## config.mk

```make
export PLATFORM = sky130hd
export DESIGN_NAME = ieq_top
export DESIGN_NICKNAME = d
export VERILOG_FILES = /design/src/rtl/ieq_pkg.sv /design/src/rtl/ieq_mem.sv /design/src/rtl/ieq_top.sv
export SDC_FILE = /design/constraint.sdc
export NUM_CORES = 1
export LEC_CHECK = 0
export BUFFER_PORTS_ARGS = -buffer_cell sky130_fd_sc_hd__buf_2
export CAP_MARGIN = 20
export CELL_PAD_IN_SITES_DETAIL_PLACEMENT = 1
export CELL_PAD_IN_SITES_GLOBAL_PLACEMENT = 1
export CORE_ASPECT_RATIO = 1.4
export CORE_MARGIN = 2
export CORE_UTILIZATION = 40
export DETAILED_ROUTE_END_ITERATION = 12
export GPL_TIMING_DRIVEN = 1
export HOLD_SLACK_MARGIN = 0.12
export PLACE_DENSITY_LB_ADDON = 0.1
export SYNTH_ARGS = -nofsm -noshare
export SYNTH_HDL_FRONTEND = slang
export SYNTH_SLANG_ARGS = --single-unit
```

## constraint.sdc

```tcl
create_clock -name clock_i -period 5 [get_ports clock_i]
set_clock_uncertainty 0.2 [all_clocks]
set_input_delay 0.5 -clock clock_i [delete_from_list [all_inputs] [get_ports clock_i]]
set_output_delay 0.5 -clock clock_i [all_outputs]
set_load 0.01 [all_outputs]
```

## src/rtl/ieq_pkg.sv

```systemverilog
// Package of constants for the instrument error queue
package ieq_pkg;

	// Register byte offsets on APB
	localparam logic [7:0]  IEQ_OFS_CTRL    = 8'h00; // W: clear-status etc.
	localparam logic [7:0]  IEQ_OFS_ERROR   = 8'h04; // R: pop oldest error
	localparam logic [7:0]  IEQ_OFS_STATUS  = 8'h08; // R: counts and flags
	localparam logic [7:0]  IEQ_OFS_ESR     = 8'h0c; // R: event status bits
	localparam logic [7:0]  IEQ_OFS_INT_ST  = 8'h10; // R: sticky events
	localparam logic [7:0]  IEQ_OFS_INT_CLR = 8'h14; // W: write 1 to clear
	localparam logic [7:0]  IEQ_OFS_INT_EN  = 8'h18; // RW: interrupt enable

	// Control register bits
	localparam int          IEQ_CTRL_CLS    = 0;     // Clear status
	localparam int          IEQ_CTRL_RST    = 1;     // Factory reset
	localparam int          IEQ_CTRL_PRESET = 2;     // Instrument preset

	// Status register field positions
	localparam int          IEQ_ST_NONEMPTY = 0;
	localparam int          IEQ_ST_OVF_IF   = 1;
	localparam int          IEQ_ST_OVF_GL   = 2;
	localparam int          IEQ_ST_CNT_IF   = 8;
	localparam int          IEQ_ST_CNT_GL   = 16;

	// Event status register bits set by error class
	localparam int          IEQ_ESR_QUERY   = 2;
	localparam int          IEQ_ESR_DEVICE  = 3;
	localparam int          IEQ_ESR_EXEC    = 4;
	localparam int          IEQ_ESR_CMD     = 5;

	// Interrupt status bits
	localparam int          IEQ_IRQ_STORED  = 0;     // Entry stored
	localparam int          IEQ_IRQ_OVF     = 1;     // Overflow marker set
	localparam int          IEQ_IRQ_DROP    = 2;     // Error discarded
	localparam int          IEQ_IRQ_W       = 3;

	// Queue geometry and error codes
	localparam int          IEQ_DEPTH       = 20;
	localparam int          IEQ_CODE_W      = 16;
	localparam logic signed [15:0] IEQ_NO_ERROR  = 16'sh0000; // +0
	localparam logic signed [15:0] IEQ_OVERFLOW  = -16'sd350;
	localparam logic signed [15:0] IEQ_CMD_LO    = -16'sd158;
	localparam logic signed [15:0] IEQ_CMD_HI    = -16'sd100;
	localparam logic signed [15:0] IEQ_EXE_LO    = -16'sd230;
	localparam logic signed [15:0] IEQ_EXE_HI    = -16'sd200;
	localparam logic signed [15:0] IEQ_QRY_INT   = -16'sd410;
	localparam logic signed [15:0] IEQ_QRY_UNT   = -16'sd420;
	localparam logic signed [15:0] IEQ_DEV_LO    = 16'sd510;
	localparam logic signed [15:0] IEQ_DEV_HI    = 16'sd540;
	localparam logic signed [15:0] IEQ_TRIP_BASE = 16'sd510; // 510..513
	localparam logic signed [15:0] IEQ_TEST_BASE = 16'sd630; // 630..647
	localparam int          IEQ_TRIPS       = 4;
	localparam int          IEQ_TESTS       = 18;

	// Bus access phases up to the answer
	typedef enum logic [1:0] {
		IEQ_PH_IDLE = 2'b00,                         // Waiting for access
		IEQ_PH_LOOK = 2'b01,                         // Queue picked
		IEQ_PH_ANS  = 2'b10                          // Answer on bus
	} ieq_phase_t;

	// Which queue a pending error read drains
	typedef enum logic [1:0] {
		IEQ_SRC_NONE = 2'b00,
		IEQ_SRC_IF   = 2'b01,
		IEQ_SRC_GL   = 2'b10
	} ieq_src_t;

endpackage : ieq_pkg

```

## src/rtl/ieq_mem.sv

```systemverilog
// Storage array of one error queue, registered read port
`timescale 1ns/1ps
`default_nettype none
module ieq_mem #(
	parameter int W     = 16,                        // Word width
	parameter int DEPTH = 20,                        // Entries
	parameter int AW    = 5                          // Address width
) (
	input  wire logic          clock_i,              // Instrument clock
	input  wire logic          rst_b_i,              // Async reset, low
	input  wire logic          we_i,                 // Write strobe
	input  wire logic [AW-1:0] waddr_i,              // Write address
	input  wire logic [W-1:0]  wdata_i,              // Write data
	input  wire logic [AW-1:0] raddr_i,              // Read address
	output logic      [W-1:0]  rdata_o               // Read data, registered
);

	// Whole state of the array
	typedef struct packed {
		logic [DEPTH-1:0][W-1:0] mem;                  // Entries
		logic [W-1:0]            rd;                   // Read register
	} ieq_mem_t;

	ieq_mem_t s_q;                                   // Current state
	ieq_mem_t s_d;                                   // Next state

	// Read sees the array before this cycle's write
	always_comb begin
		s_d    = s_q;
		s_d.rd = s_q.mem[raddr_i];
		if (we_i) begin
			s_d.mem[waddr_i] = wdata_i;
		end
	end

	// Register the state
	always_ff @(posedge clock_i or negedge rst_b_i) begin
		if (!rst_b_i) begin
			s_q <= '0;
		end else begin
			s_q <= s_d;
		end
	end

	assign rdata_o = s_q.rd;

endmodule : ieq_mem
`default_nettype wire

```

## src/rtl/ieq_top.sv

```systemverilog
// Error queue of the remote-control engine with APB register access
//
// Operation
// Errors delivered oldest first
// Each read removes the delivered entry
// Interface queue drains before global queue
// Full at 20; overflow overwrites newest with -350
// After overflow discard until space freed
// Empty read returns +0, no change
// Clear-status and power cycle empty both queues
// Factory reset and preset keep queues
// Command errors set event bit 5
// Execution errors set event bit 4
// Query errors -410/-420 set event bit 2
// Device errors 510..540 set event bit 3
// Protection trips 510/511, limits 512/513
// Each failed self-test check queues own code
// Non-empty flag while either queue holds entries
`timescale 1ns/1ps
`default_nettype none
module ieq_top
	import ieq_pkg::*;
#(
	parameter int DEPTH = ieq_pkg::IEQ_DEPTH         // Entries per queue
) (
	input  wire logic        clock_i,                // 125 MHz clock
	input  wire logic        rst_b_i,                // Async reset, low
	input  wire logic        psel_i,                 // APB select
	input  wire logic        penable_i,              // APB enable
	input  wire logic        pwrite_i,               // APB direction
	input  wire logic [7:0]  paddr_i,                // APB byte address
	input  wire logic [31:0] pwdata_i,               // APB write data
	output logic      [31:0] prdata_o,               // APB read data
	output logic             pready_o,               // APB ready
	output logic             pslverr_o,              // APB error
	input  wire logic        err_push_i,             // Engine error strobe
	input  wire logic [15:0] err_code_i,             // Signed error code
	input  wire logic        err_global_i,           // 1: global queue
	input  wire logic        ovp_trip_i,             // Voltage protection
	input  wire logic        ocp_trip_i,             // Current protection
	input  wire logic        ov_limit_i,             // Voltage over limit
	input  wire logic        oc_limit_i,             // Current over limit
	input  wire logic        test_done_i,            // Self-test finished
	input  wire logic [17:0] test_fail_i,            // Failed checks
	output logic             nonempty_o,             // Some entry stored
	output logic      [7:0]  esr_o,                  // Event status bits
	output logic             irq_o                   // Level interrupt
);
	import ieq_pkg::*;

	localparam int AW = $clog2(DEPTH);               // Pointer width
	localparam int CW = $clog2(DEPTH + 1);           // Count width
	localparam int NP = IEQ_TRIPS + IEQ_TESTS;       // Pending sources

	// Pointers and counts per queue: index 0 interface, 1 global
	// A separate count instead of a wrap bit keeps the full test
	// a plain compare against the depth
	// Whole state of the block
	typedef struct packed {
		logic [1:0][AW-1:0]     head;                  // Oldest entry
		logic [1:0][AW-1:0]     tail;                  // Next free slot
		logic [1:0][CW-1:0]     cnt;                   // Stored entries
		logic [1:0]             ovf;                   // Overflow marker in
		logic [NP-1:0]          pend;                  // Waiting device errors
		logic [7:0]             esr;                   // Event status
		logic [IEQ_IRQ_W-1:0]   istat;                 // Sticky events
		logic [IEQ_IRQ_W-1:0]   ien;                   // Interrupt enable
		ieq_phase_t             phase;                 // Bus access phase
		ieq_src_t               src;                   // Queue to drain
		logic [31:0]            rdata;                 // Read data
		logic                   ready;                 // Bus ready
		logic                   slverr;                // Bus error
		logic                   nonempty;              // Non-empty flag
		logic                   irq;                   // Interrupt line
	} ieq_state_t;

	ieq_state_t s_q;                                 // Current state
	ieq_state_t s_d;                                 // Next state

	logic [1:0]           mem_we;                    // Write strobes
	logic [1:0][AW-1:0]   mem_waddr;                 // Write addresses
	logic [1:0][15:0]     mem_wdata;                 // Write data
	logic [1:0][15:0]     mem_rdata;                 // Head entries

	// Advance a pointer with wrap at the queue end
	function automatic logic [AW-1:0] ieq_next(input logic [AW-1:0] p);
		if (p == AW'(DEPTH - 1)) begin
			return '0;
		end
		return p + AW'(1);
	endfunction : ieq_next

	// Step a pointer back with wrap
	// The overflow marker lands just behind the tail, which is
	// the newest entry whenever the queue is full
	function automatic logic [AW-1:0] ieq_prev(input logic [AW-1:0] p);
		if (p == '0) begin
			return AW'(DEPTH - 1);
		end
		return p - AW'(1);
	endfunction : ieq_prev

	// Event status bits for one error code
	// A code outside every range sets nothing; the overflow marker
	// is an internal error and belongs to no class
	function automatic logic [7:0] ieq_class(input logic signed [15:0] c);
		logic [7:0] b;
		b = '0;
		if (c >= IEQ_CMD_LO && c <= IEQ_CMD_HI) begin
			b[IEQ_ESR_CMD] = 1'b1;
		end
		if (c >= IEQ_EXE_LO && c <= IEQ_EXE_HI) begin
			b[IEQ_ESR_EXEC] = 1'b1;
		end
		if (c == IEQ_QRY_INT || c == IEQ_QRY_UNT) begin
			b[IEQ_ESR_QUERY] = 1'b1;
		end
		if (c >= IEQ_DEV_LO && c <= IEQ_DEV_HI) begin
			b[IEQ_ESR_DEVICE] = 1'b1;
		end
		return b;
	endfunction : ieq_class

	// One storage array per queue; index 0 interface, 1 global
	// Reads are registered, so the head entry is valid one cycle
	// after the head pointer moves; the bus walk waits for that
	for (genvar g = 0; g < 2; g++) begin : g_q
		ieq_mem #(
			.W     (IEQ_CODE_W),
			.DEPTH (DEPTH),
			.AW    (AW)
		) u_mem (
			.clock_i (clock_i),
			.rst_b_i (rst_b_i),
			.we_i    (mem_we[g]),
			.waddr_i (mem_waddr[g]),
			.wdata_i (mem_wdata[g]),
			.raddr_i (s_q.head[g]),
			.rdata_o (mem_rdata[g])
		);
	end

	// Next-state logic: bus, pops, pushes, flags
	always_comb begin
		logic                 acc;                     // Access phase now
		logic                 done;                    // Transfer completes
		logic                 push_v;                  // A code to store
		logic signed [15:0]   push_c;                  // That code
		logic                 push_g;                  // Its queue
		logic [IEQ_IRQ_W-1:0] iset;                    // New events
		logic [NP-1:0]        news;                    // New device errors
		logic                 found;                   // Pending picked
		int                   qi;                      // Queue index
		acc       = psel_i && penable_i;
		done      = acc && s_q.ready;
		push_v    = 1'b0;
		push_c    = IEQ_NO_ERROR;
		push_g    = 1'b0;
		iset      = '0;
		news      = '0;
		found     = 1'b0;
		qi        = 0;
		mem_we    = '0;
		mem_waddr = '0;
		mem_wdata = '0;
		s_d       = s_q;
		s_d.ready  = 1'b0;
		s_d.slverr = 1'b0;

		// Access phase walk: pick queue, fetch head, answer
		// Queue chosen once in the first access cycle, so a later
		// push in the same transfer cannot switch the source
		if (acc && !s_q.ready) begin
			case (s_q.phase)
				IEQ_PH_IDLE: begin
					s_d.phase = IEQ_PH_LOOK;
					if (s_q.cnt[0] != '0) begin
						s_d.src = IEQ_SRC_IF;
					end else if (s_q.cnt[1] != '0) begin
						s_d.src = IEQ_SRC_GL;
					end else begin
						s_d.src = IEQ_SRC_NONE;
					end
				end
				IEQ_PH_LOOK: begin
					// Head data is settled one cycle after the pick
					s_d.phase = IEQ_PH_ANS;
					s_d.ready = 1'b1;
					s_d.rdata = '0;
					case (paddr_i)
						IEQ_OFS_ERROR: begin
							if (pwrite_i) begin
								s_d.slverr = 1'b1;                   // Read-only
							end else if (s_q.src == IEQ_SRC_IF) begin
								s_d.rdata = {{16{mem_rdata[0][15]}}, mem_rdata[0]};
							end else if (s_q.src == IEQ_SRC_GL) begin
								s_d.rdata = {{16{mem_rdata[1][15]}}, mem_rdata[1]};
							end else begin
								s_d.rdata = 32'(IEQ_NO_ERROR);
							end
						end
						IEQ_OFS_STATUS: begin
							s_d.rdata[IEQ_ST_NONEMPTY] = s_q.nonempty;
							s_d.rdata[IEQ_ST_OVF_IF]   = s_q.ovf[0];
							s_d.rdata[IEQ_ST_OVF_GL]   = s_q.ovf[1];
							s_d.rdata[IEQ_ST_CNT_IF +: CW] = s_q.cnt[0];
							s_d.rdata[IEQ_ST_CNT_GL +: CW] = s_q.cnt[1];
						end
						IEQ_OFS_ESR:     s_d.rdata[7:0] = s_q.esr;
						IEQ_OFS_INT_ST:  s_d.rdata[IEQ_IRQ_W-1:0] = s_q.istat;
						IEQ_OFS_INT_EN:  s_d.rdata[IEQ_IRQ_W-1:0] = s_q.ien;
						IEQ_OFS_CTRL,
						IEQ_OFS_INT_CLR: s_d.rdata = '0;     // Write-only
						default:         s_d.slverr = 1'b1;  // Unmapped
					endcase
				end
				default: begin
					s_d.phase = IEQ_PH_IDLE;
				end
			endcase
		end

		// Completion edge: writes and the pop take effect here only
		// Limitation: a transfer dropped before its answer leaves the
		// phase where it stood; the bus protocol forbids that case
		if (done) begin
			s_d.phase = IEQ_PH_IDLE;
			if (!s_q.slverr && pwrite_i) begin
				case (paddr_i)
					IEQ_OFS_CTRL: begin
						// Reset and preset bits leave both queues alone
						if (pwdata_i[IEQ_CTRL_CLS]) begin
							s_d.head = '0;
							s_d.tail = '0;
							s_d.cnt  = '0;
							s_d.ovf  = '0;
							s_d.pend = '0;
							s_d.esr  = '0;
						end
					end
					IEQ_OFS_INT_CLR: begin
						s_d.istat = s_q.istat & ~pwdata_i[IEQ_IRQ_W-1:0];
					end
					IEQ_OFS_INT_EN: begin
						s_d.ien = pwdata_i[IEQ_IRQ_W-1:0];
					end
					default: begin
						s_d.ien = s_q.ien;                      // Ignored
					end
				endcase
			end
			if (!s_q.slverr && !pwrite_i && paddr_i == IEQ_OFS_ERROR
			    && s_q.src != IEQ_SRC_NONE) begin
				qi = (s_q.src == IEQ_SRC_GL) ? 1 : 0;
				s_d.head[qi] = ieq_next(s_q.head[qi]);
				s_d.cnt[qi]  = s_q.cnt[qi] - CW'(1);
				s_d.ovf[qi]  = 1'b0;
			end
		end

		// Pick one code to store: the engine first, then waiting ones
		// Device errors wait in the pending set, so none is lost
		// while the engine keeps the store busy
		if (err_push_i) begin
			push_v = 1'b1;
			push_c = err_code_i;
			push_g = err_global_i;
		end else begin
			for (int i = 0; i < NP; i++) begin
				if (s_q.pend[i] && !found) begin
					found     = 1'b1;
					push_v    = 1'b1;
					push_g    = 1'b1;
					s_d.pend[i] = 1'b0;
					if (i < IEQ_TRIPS) begin
						push_c = IEQ_TRIP_BASE + 16'(i);
					end else begin
						push_c = IEQ_TEST_BASE + 16'(i - IEQ_TRIPS);
					end
				end
			end
		end

		// Store, mark overflow, or discard
		// Class bits are set even for a discarded code, so the host
		// still learns that such an error happened
		if (push_v) begin
			qi = push_g ? 1 : 0;
			s_d.esr = s_d.esr | ieq_class(push_c);
			if (s_d.cnt[qi] < CW'(DEPTH)) begin
				mem_we[qi]    = 1'b1;
				mem_waddr[qi] = s_d.tail[qi];
				mem_wdata[qi] = push_c;
				s_d.tail[qi]  = ieq_next(s_d.tail[qi]);
				s_d.cnt[qi]   = s_d.cnt[qi] + CW'(1);
				iset[IEQ_IRQ_STORED] = 1'b1;
			end else if (!s_d.ovf[qi]) begin
				mem_we[qi]    = 1'b1;
				mem_waddr[qi] = ieq_prev(s_d.tail[qi]);
				mem_wdata[qi] = IEQ_OVERFLOW;
				s_d.ovf[qi]   = 1'b1;
				iset[IEQ_IRQ_OVF] = 1'b1;
			end else begin
				iset[IEQ_IRQ_DROP] = 1'b1;
			end
		end

		// New device errors join the waiting set; set beats clear
		news[0] = ovp_trip_i;
		news[1] = ocp_trip_i;
		news[2] = ov_limit_i;
		news[3] = oc_limit_i;
		if (test_done_i) begin
			news[NP-1:IEQ_TRIPS] = test_fail_i;
		end
		s_d.pend  = s_d.pend | news;
		s_d.istat = s_d.istat | iset;

		// Registered outputs follow the next state
		s_d.nonempty = (s_d.cnt[0] != '0) || (s_d.cnt[1] != '0);
		s_d.irq      = |(s_d.istat & s_d.ien);
	end

	// Register the state; power-up empties both queues
	// Clearing pointers and counts is enough: stale array words
	// are never read back as long as the count says empty
	always_ff @(posedge clock_i or negedge rst_b_i) begin
		if (!rst_b_i) begin
			s_q <= '0;
		end else begin
			s_q <= s_d;
		end
	end

	// Outputs straight from flops
	assign prdata_o   = s_q.rdata;
	assign pready_o   = s_q.ready;
	assign pslverr_o  = s_q.slverr;
	assign nonempty_o = s_q.nonempty;
	assign esr_o      = s_q.esr;
	assign irq_o      = s_q.irq;

endmodule : ieq_top
`default_nettype wire

```

# Word-level counts from Yosys, hierarchy flattened
# Cells that the tools add are included.
[totals]
in_bits = 86
ramBits = 0
memories = 0
romBits = 0
reg_bits = 780
word_cells = 410
latchBits = 0
out_inout_bits = 44
[classes]
n_addsub = 5
shift = 0
n_div = 0
muxes = 229
bitwise_logic = 12
n_eq_ne = 13
n_mul = 0
reduce_logical = 74
order_cmp = 17
[op_table]
columns = ["op", "n"]
rows = [
  ["bitwise mux 320 bit", 2],
  ["two-way mux 16 bit", 27],
  ["two-way mux 32 bit", 6],
  ["binary-select mux 16 bit (select 5 bit)", 2],
  ["demux 16 bit (select 5 bit)", 2],
  ["two-way mux 68 bit", 2],
  ["two-way mux 5 bit", 27],
  ["two-way mux 62 bit", 2],
  ["two-way mux 1 bit", 116],
  ["two-way mux 60 bit", 1],
  ["two-way mux 22 bit", 2],
  ["bitwise mux 10 bit", 4],
  ["two-way mux 10 bit", 4],
  ["two-way mux 38 bit", 1],
  ["logical AND 1 bit", 35],
  ["two-way mux 34 bit", 1],
  ["bitwise AND 32 bit", 1],
  ["== test 16 x 10 -> 1 bit, second input constant", 2],
  ["greater-or-equal comparator 16 x 9 -> 1 bit, second input constant", 2],
  ["case mux 5 bit (2 select lines)", 3],
  ["== test 8 x 5 -> 1 bit, second input constant", 3],
  ["zero test 1 bit", 24],
  ["less-than comparator 5 x 6 -> 1 bit, second input constant", 4],
  ["OR 22 bit", 1],
  ["other kinds (46)", 76],
]

# Depth between registers and ports, before layout
[logic_depth]
ltp_word = 108
depth_mapped = 18
ltp_nobuf = 14

# Hierarchy
# From an unflattened synthesis, not the netlist that was laid out.
[hier_totals]
cells_unflattened = 2790
hier_area_um2 = 36834.1
[modules_own_cells]
columns = ["module", "seq_area_each_um2", "area_per_inst_um2", "instances", "cells_per_inst"]
rows = [
  ["ieq_mem (g_q[1].u_mem)", 8408.1, 15228.4, 1, 1008],
  ["ieq_mem (g_q[0].u_mem)", 8408.1, 15224.6, 1, 1008],
  ["ieq_top", 2327.2, 6381.1, 1, 774],
]

# Worst setup path before layout
# OpenSTA, ideal clock, no wires.
[synth_timing]
path_kind = "reg-to-reg"
start = "register s_q[36] in the netlist's numbering"
end = "register g_q[1].u_mem.s_q[182] in the netlist's numbering"
period_less_slack_ps = 4916
setup_ps = 125
required_time_ps = 4675
path_slack_ps = 84
stages_incl_launch_ff = 17
t_arrival_ps = 4591
cell_sequence = "dfrtp_1 -> nor2b_1 -> clkbuf_1 -> clkbuf_1 -> buf_1 -> mux2i_1 -> ha_1 -> nor3b_1 -> xor2_1 -> mux2i_1 -> a211o_1 -> and2_4 -> o32ai_4 -> nand3_1 -> nor3_4 -> buf_4 -> mux2_2"
[synth_between]
elab_chain_cells = 21
elab_cells_between_ends = 41
classes_between = "add/sub: 1; order compare: 5; eq/ne: 1; mux: 28; bitwise: 2; reduce/logical: 4"
[synth_rtl]
columns = ["element", "line_no", "rtl"]
rows = [
  ["start: declaration", "ieq_top.sv:77", "ieq_state_t s_q;"],
  ["start signal: assignment", "ieq_top.sv:329", "s_q <= '0;"],
  ["start signal: assignment", "ieq_top.sv:331", "s_q <= s_d;"],
  ["parallel branches: the longest is 8 deep, another holds subtractor 5 x 1 -> 5 bit", "-", ""],
  ["two-way mux 12 bit (*)", "ieq_top.sv:252", "if (!s_q.slverr && !pwrite_i && paddr_i == IEQ_OFS_ERROR"],
  ["two-way mux 60 bit (*)", "ieq_top.sv:226", "if (done) begin"],
  ["parallel branches: the longest is 11 deep, another holds less-than comparator 5 x 6 -> 1 bit", "-", ""],
  ["end signal: assignment", "ieq_mem.sv:39", "s_q <= '0;"],
  ["end signal: assignment", "ieq_mem.sv:41", "s_q <= s_d;"],
  ["end: declaration", "ieq_mem.sv:24", "ieq_mem_t s_q;"],
]
# Every way passes the cells marked *. The select of a mux whose other input is x is not followed.
# A chain may end at the register's enable or synchronous reset.

# Final worst setup path
[layout_timing]
start = "register s_q[36] in the netlist's numbering"
end = "register g_q[1].u_mem.s_q[185] in the netlist's numbering"
# Same word-level chain as after synthesis.

==> metrics.yaml <==
cts_tree: "done"
critPathKind: "flop to flop"
dpl.hpwl_mm: 72.8
cts-root-buf: "clkbuf_16"
grt_remaining_overflow: 0
tightestPinTransition_ns: 0.895
synth_area_leaders: "dfrtp_1 52%, mux2_2 18%, mux4_2 12%"
synth.avg_cell_area_um2: 13.8
start_util_pct: 40.4
track_usage_pct: 24.0
cts_sinks: 765
yosys_warnings: 0
final_nets: 2874
syn_area_mm2: 0.0369
drv_cap: 0
core.rowCount: 131
setup-tns-final_ns: 0
multi_input_area_mm2: 0.0163
drive_above_1_share_pct: 42.8
relSlewSlack_pct: 40.2
synth_cell_types: 96
hold_viol: 0
layout_min_cycle_time_ns: 4.67
endpoint_kind: "flop"
final-seq-area_mm2: 0.0192
min_period_over_period_pct: 93.4
fmax_mhz: 214
dieHeight_um: 363
synthToLayoutAreaGrowth_pct: 14.8
synth-main-ff-cell: "dfrtp_1"
gp_congestion: 0.851
p_per_area_mw_per_mm2: 487
die_area_mm2: 0.0948
fillerInstances: 9020
drt_pass1_iterations: 4
drc_errors: 0
synth_edf_count: 0
drt_wl_total_mm: 111
ir_drop_uv: 286
crit_fanout: 10
rsz0062_at_grt: "false"
yosysSeqAreaShare_pct: 51.8
yosysMostFrequentCell: "dfrtp_1"
netlist_top_cells_count: "765 x dfrtp_1, 576 x mux2_2, 192 x mux4_2"
ys_ff_latch: 765
vias: 23006
grt_max_degree: 125
drtIter0Drc: 1191
required_ns: 5.34
total_power_mw: 20.7
yosys.area.top_type_share_pct: 51.8
numCtsBuffers: 82
hp-class: "primary input to flop"
cts.clk_slew.worst_paths_ns: 0.06
final-setup-viol-count: 0
maxSlewViolCount: 0
wl_per_cell_um: 27.3
antenna_found_initial: 5
clockBufferDepth: 3
grt_pass1_vias: 26124
startpoint_type: "flop"
die_x_um: 261
coreArea_mm2: 0.0913
postCtsSetupRepairBufs: 0
status: "completed"
grt_pass1_wl_mm: 169
async_flop_share_pct: 100
io_pins: 130
routed_via_density: 5.68
insertion_delay_ns: 0.67
yosysTopAreaCell: "dfrtp_1"
htreeDepth: 3
leakagePower_nw: 19.2
portBuffers: 96
ant_nets: 0
syn_inst: 2668
critPathArrivalTime_ns: 5.00
placed cells by master, fill, tap and decap left out, types with 24 or more instances in the layout:
cell type      count
o21ai_0           52
mux4_2           192
nand2_1          137
buf_2             96
buf_12            33
o22ai_1           41
nand3_1           29
inv_1             75
dfrtp_1          761
nor3_1            24
buf_4             97
mux2_2           576
a21oi_1           51
dlygate4sd3_1     49
clkbuf_16         85
nor2_1            98
mux2_1            53
kinds of logic (layout without fill, tap and decap cells):
logic type | after synthesis | after routing | share of synthesized area, %
and+or+nand+nor | 422 | 422 | 5.88
adders and majority gates | 3 | 3 | 0.102
other | 1 | 5 | 0.0102
muxes | 864 | 864 | 32.3
buffers and inverters | 322 | 502 | 4.09
AOI/OAI and AO/OA | 272 | 272 | 5.28
xor gates and xnor gates | 19 | 19 | 0.451
DFF | 765 | 765 | 51.8
registers in the layout, summed over array words and instances (netlist names):
register / cells
esr_o: 4
g_q.u_mem.rdata_o: 32
g_q.u_mem.s_q: 640
irq_o: 1
nonempty_o: 1
prdata_o: 21
pready_o: 1
pslverr_o: 1
s_q: 64
stage by stage:
| stage | hold WS, ns | setup WS, ns | instances | util (%) | cell area [um^2] |
|---|---|---|---|---|---|
| after floorplan | 0.00441 | 0.0845 | 2671 | - | 36900 |
| after global placement | 0.262 | 0.268 | 3845 | 42.8 | 39100 |
| after detailed placement | 0.270 | 0.149 | 3846 | 42.9 | 39100 |
| after CTS | 0.127 | 0.0912 | 4045 | 46.4 | 42400 |
| after global routing | 0.166 | 0.0154 | 4049 | 46.4 | 42400 |
| final | 0.177 | 0.331 | 4049 | 46.4 | 42400 |
layer usage:
metal | up-vias | wire length [um] | track usage, % | share of wire, %
li1 | 9998 | - | - | -
met1 | 12452 | 44400 | 28.9 | 40
met2 | 375 | 59700 | 44.1 | 54
met3 | 175 | 3250 | 2.95 | 2.9
met4 | 6 | 3180 | 8.03 | 2.9
met5 | - | 43 | 0 | 0.039
worst max-delay path: stages (launching register included):
cell     delay [ns]
dfrtp_1        0.43
nor2b_2        0.41
mux2i_1        0.24
ha_1           0.22
nor3b_1        0.26
xor2_1         0.17
mux2i_1        0.18
a211o_1        0.43
and2_4         0.23
o32ai_4        0.40
nand3_1        0.37
nor3_4         0.31
buf_4          0.29
mux2_2         0.37
power by group:
part           internal, mW  switching [mW]
Combinational          2.69            2.96
Sequential             7.81           0.987
Clock                  3.61            2.59
Total                  14.1            6.54
cell type report:
cell class	instances	area share [%]
Timing Repair Buffer	277	5.63
Tap cell	1197	3.53
Clock inverter	31	0.791
Sequential cell	765	45.2
Multi-Input combinational cell	1584	38.5
Inverter	75	0.664
Clock buffer	119	5.67
Antenna cell	1	0.00590
repair_timing:
action,4_1_cts,5_1_grt
setup endpoints to repair,0,32
resized for setup,0,1
hold buffers,49,0
hold endpoints to repair,108,0
worst paths after layout:
check	start	to	slack, ns	cells after the start
worst max-delay path	s_q[36]$_DFFE_PN0P_	g_q[1].u_mem.s_q[185]$_DFFE_PN0P_	0.33	13
worst max register to register	s_q[36]$_DFFE_PN0P_	g_q[1].u_mem.s_q[185]$_DFFE_PN0P_	0.33	13
min in group asynchronous	rst_b_i	prdata_o[1]$_DFFE_PN0P_	0.26	2
max in group asynchronous	rst_b_i	g_q[0].u_mem.s_q[225]$_DFFE_PN0P_	3.10	3
worst min register to register	prdata_o[16]$_DFFE_PN0P_	prdata_o[16]$_DFFE_PN0P_	0.28	2
worst min-delay path	err_code_i[15]	esr_o[4]$_DFF_PN0_	0.18	4
Note: power is estimated with default switching activity, not from simulation.
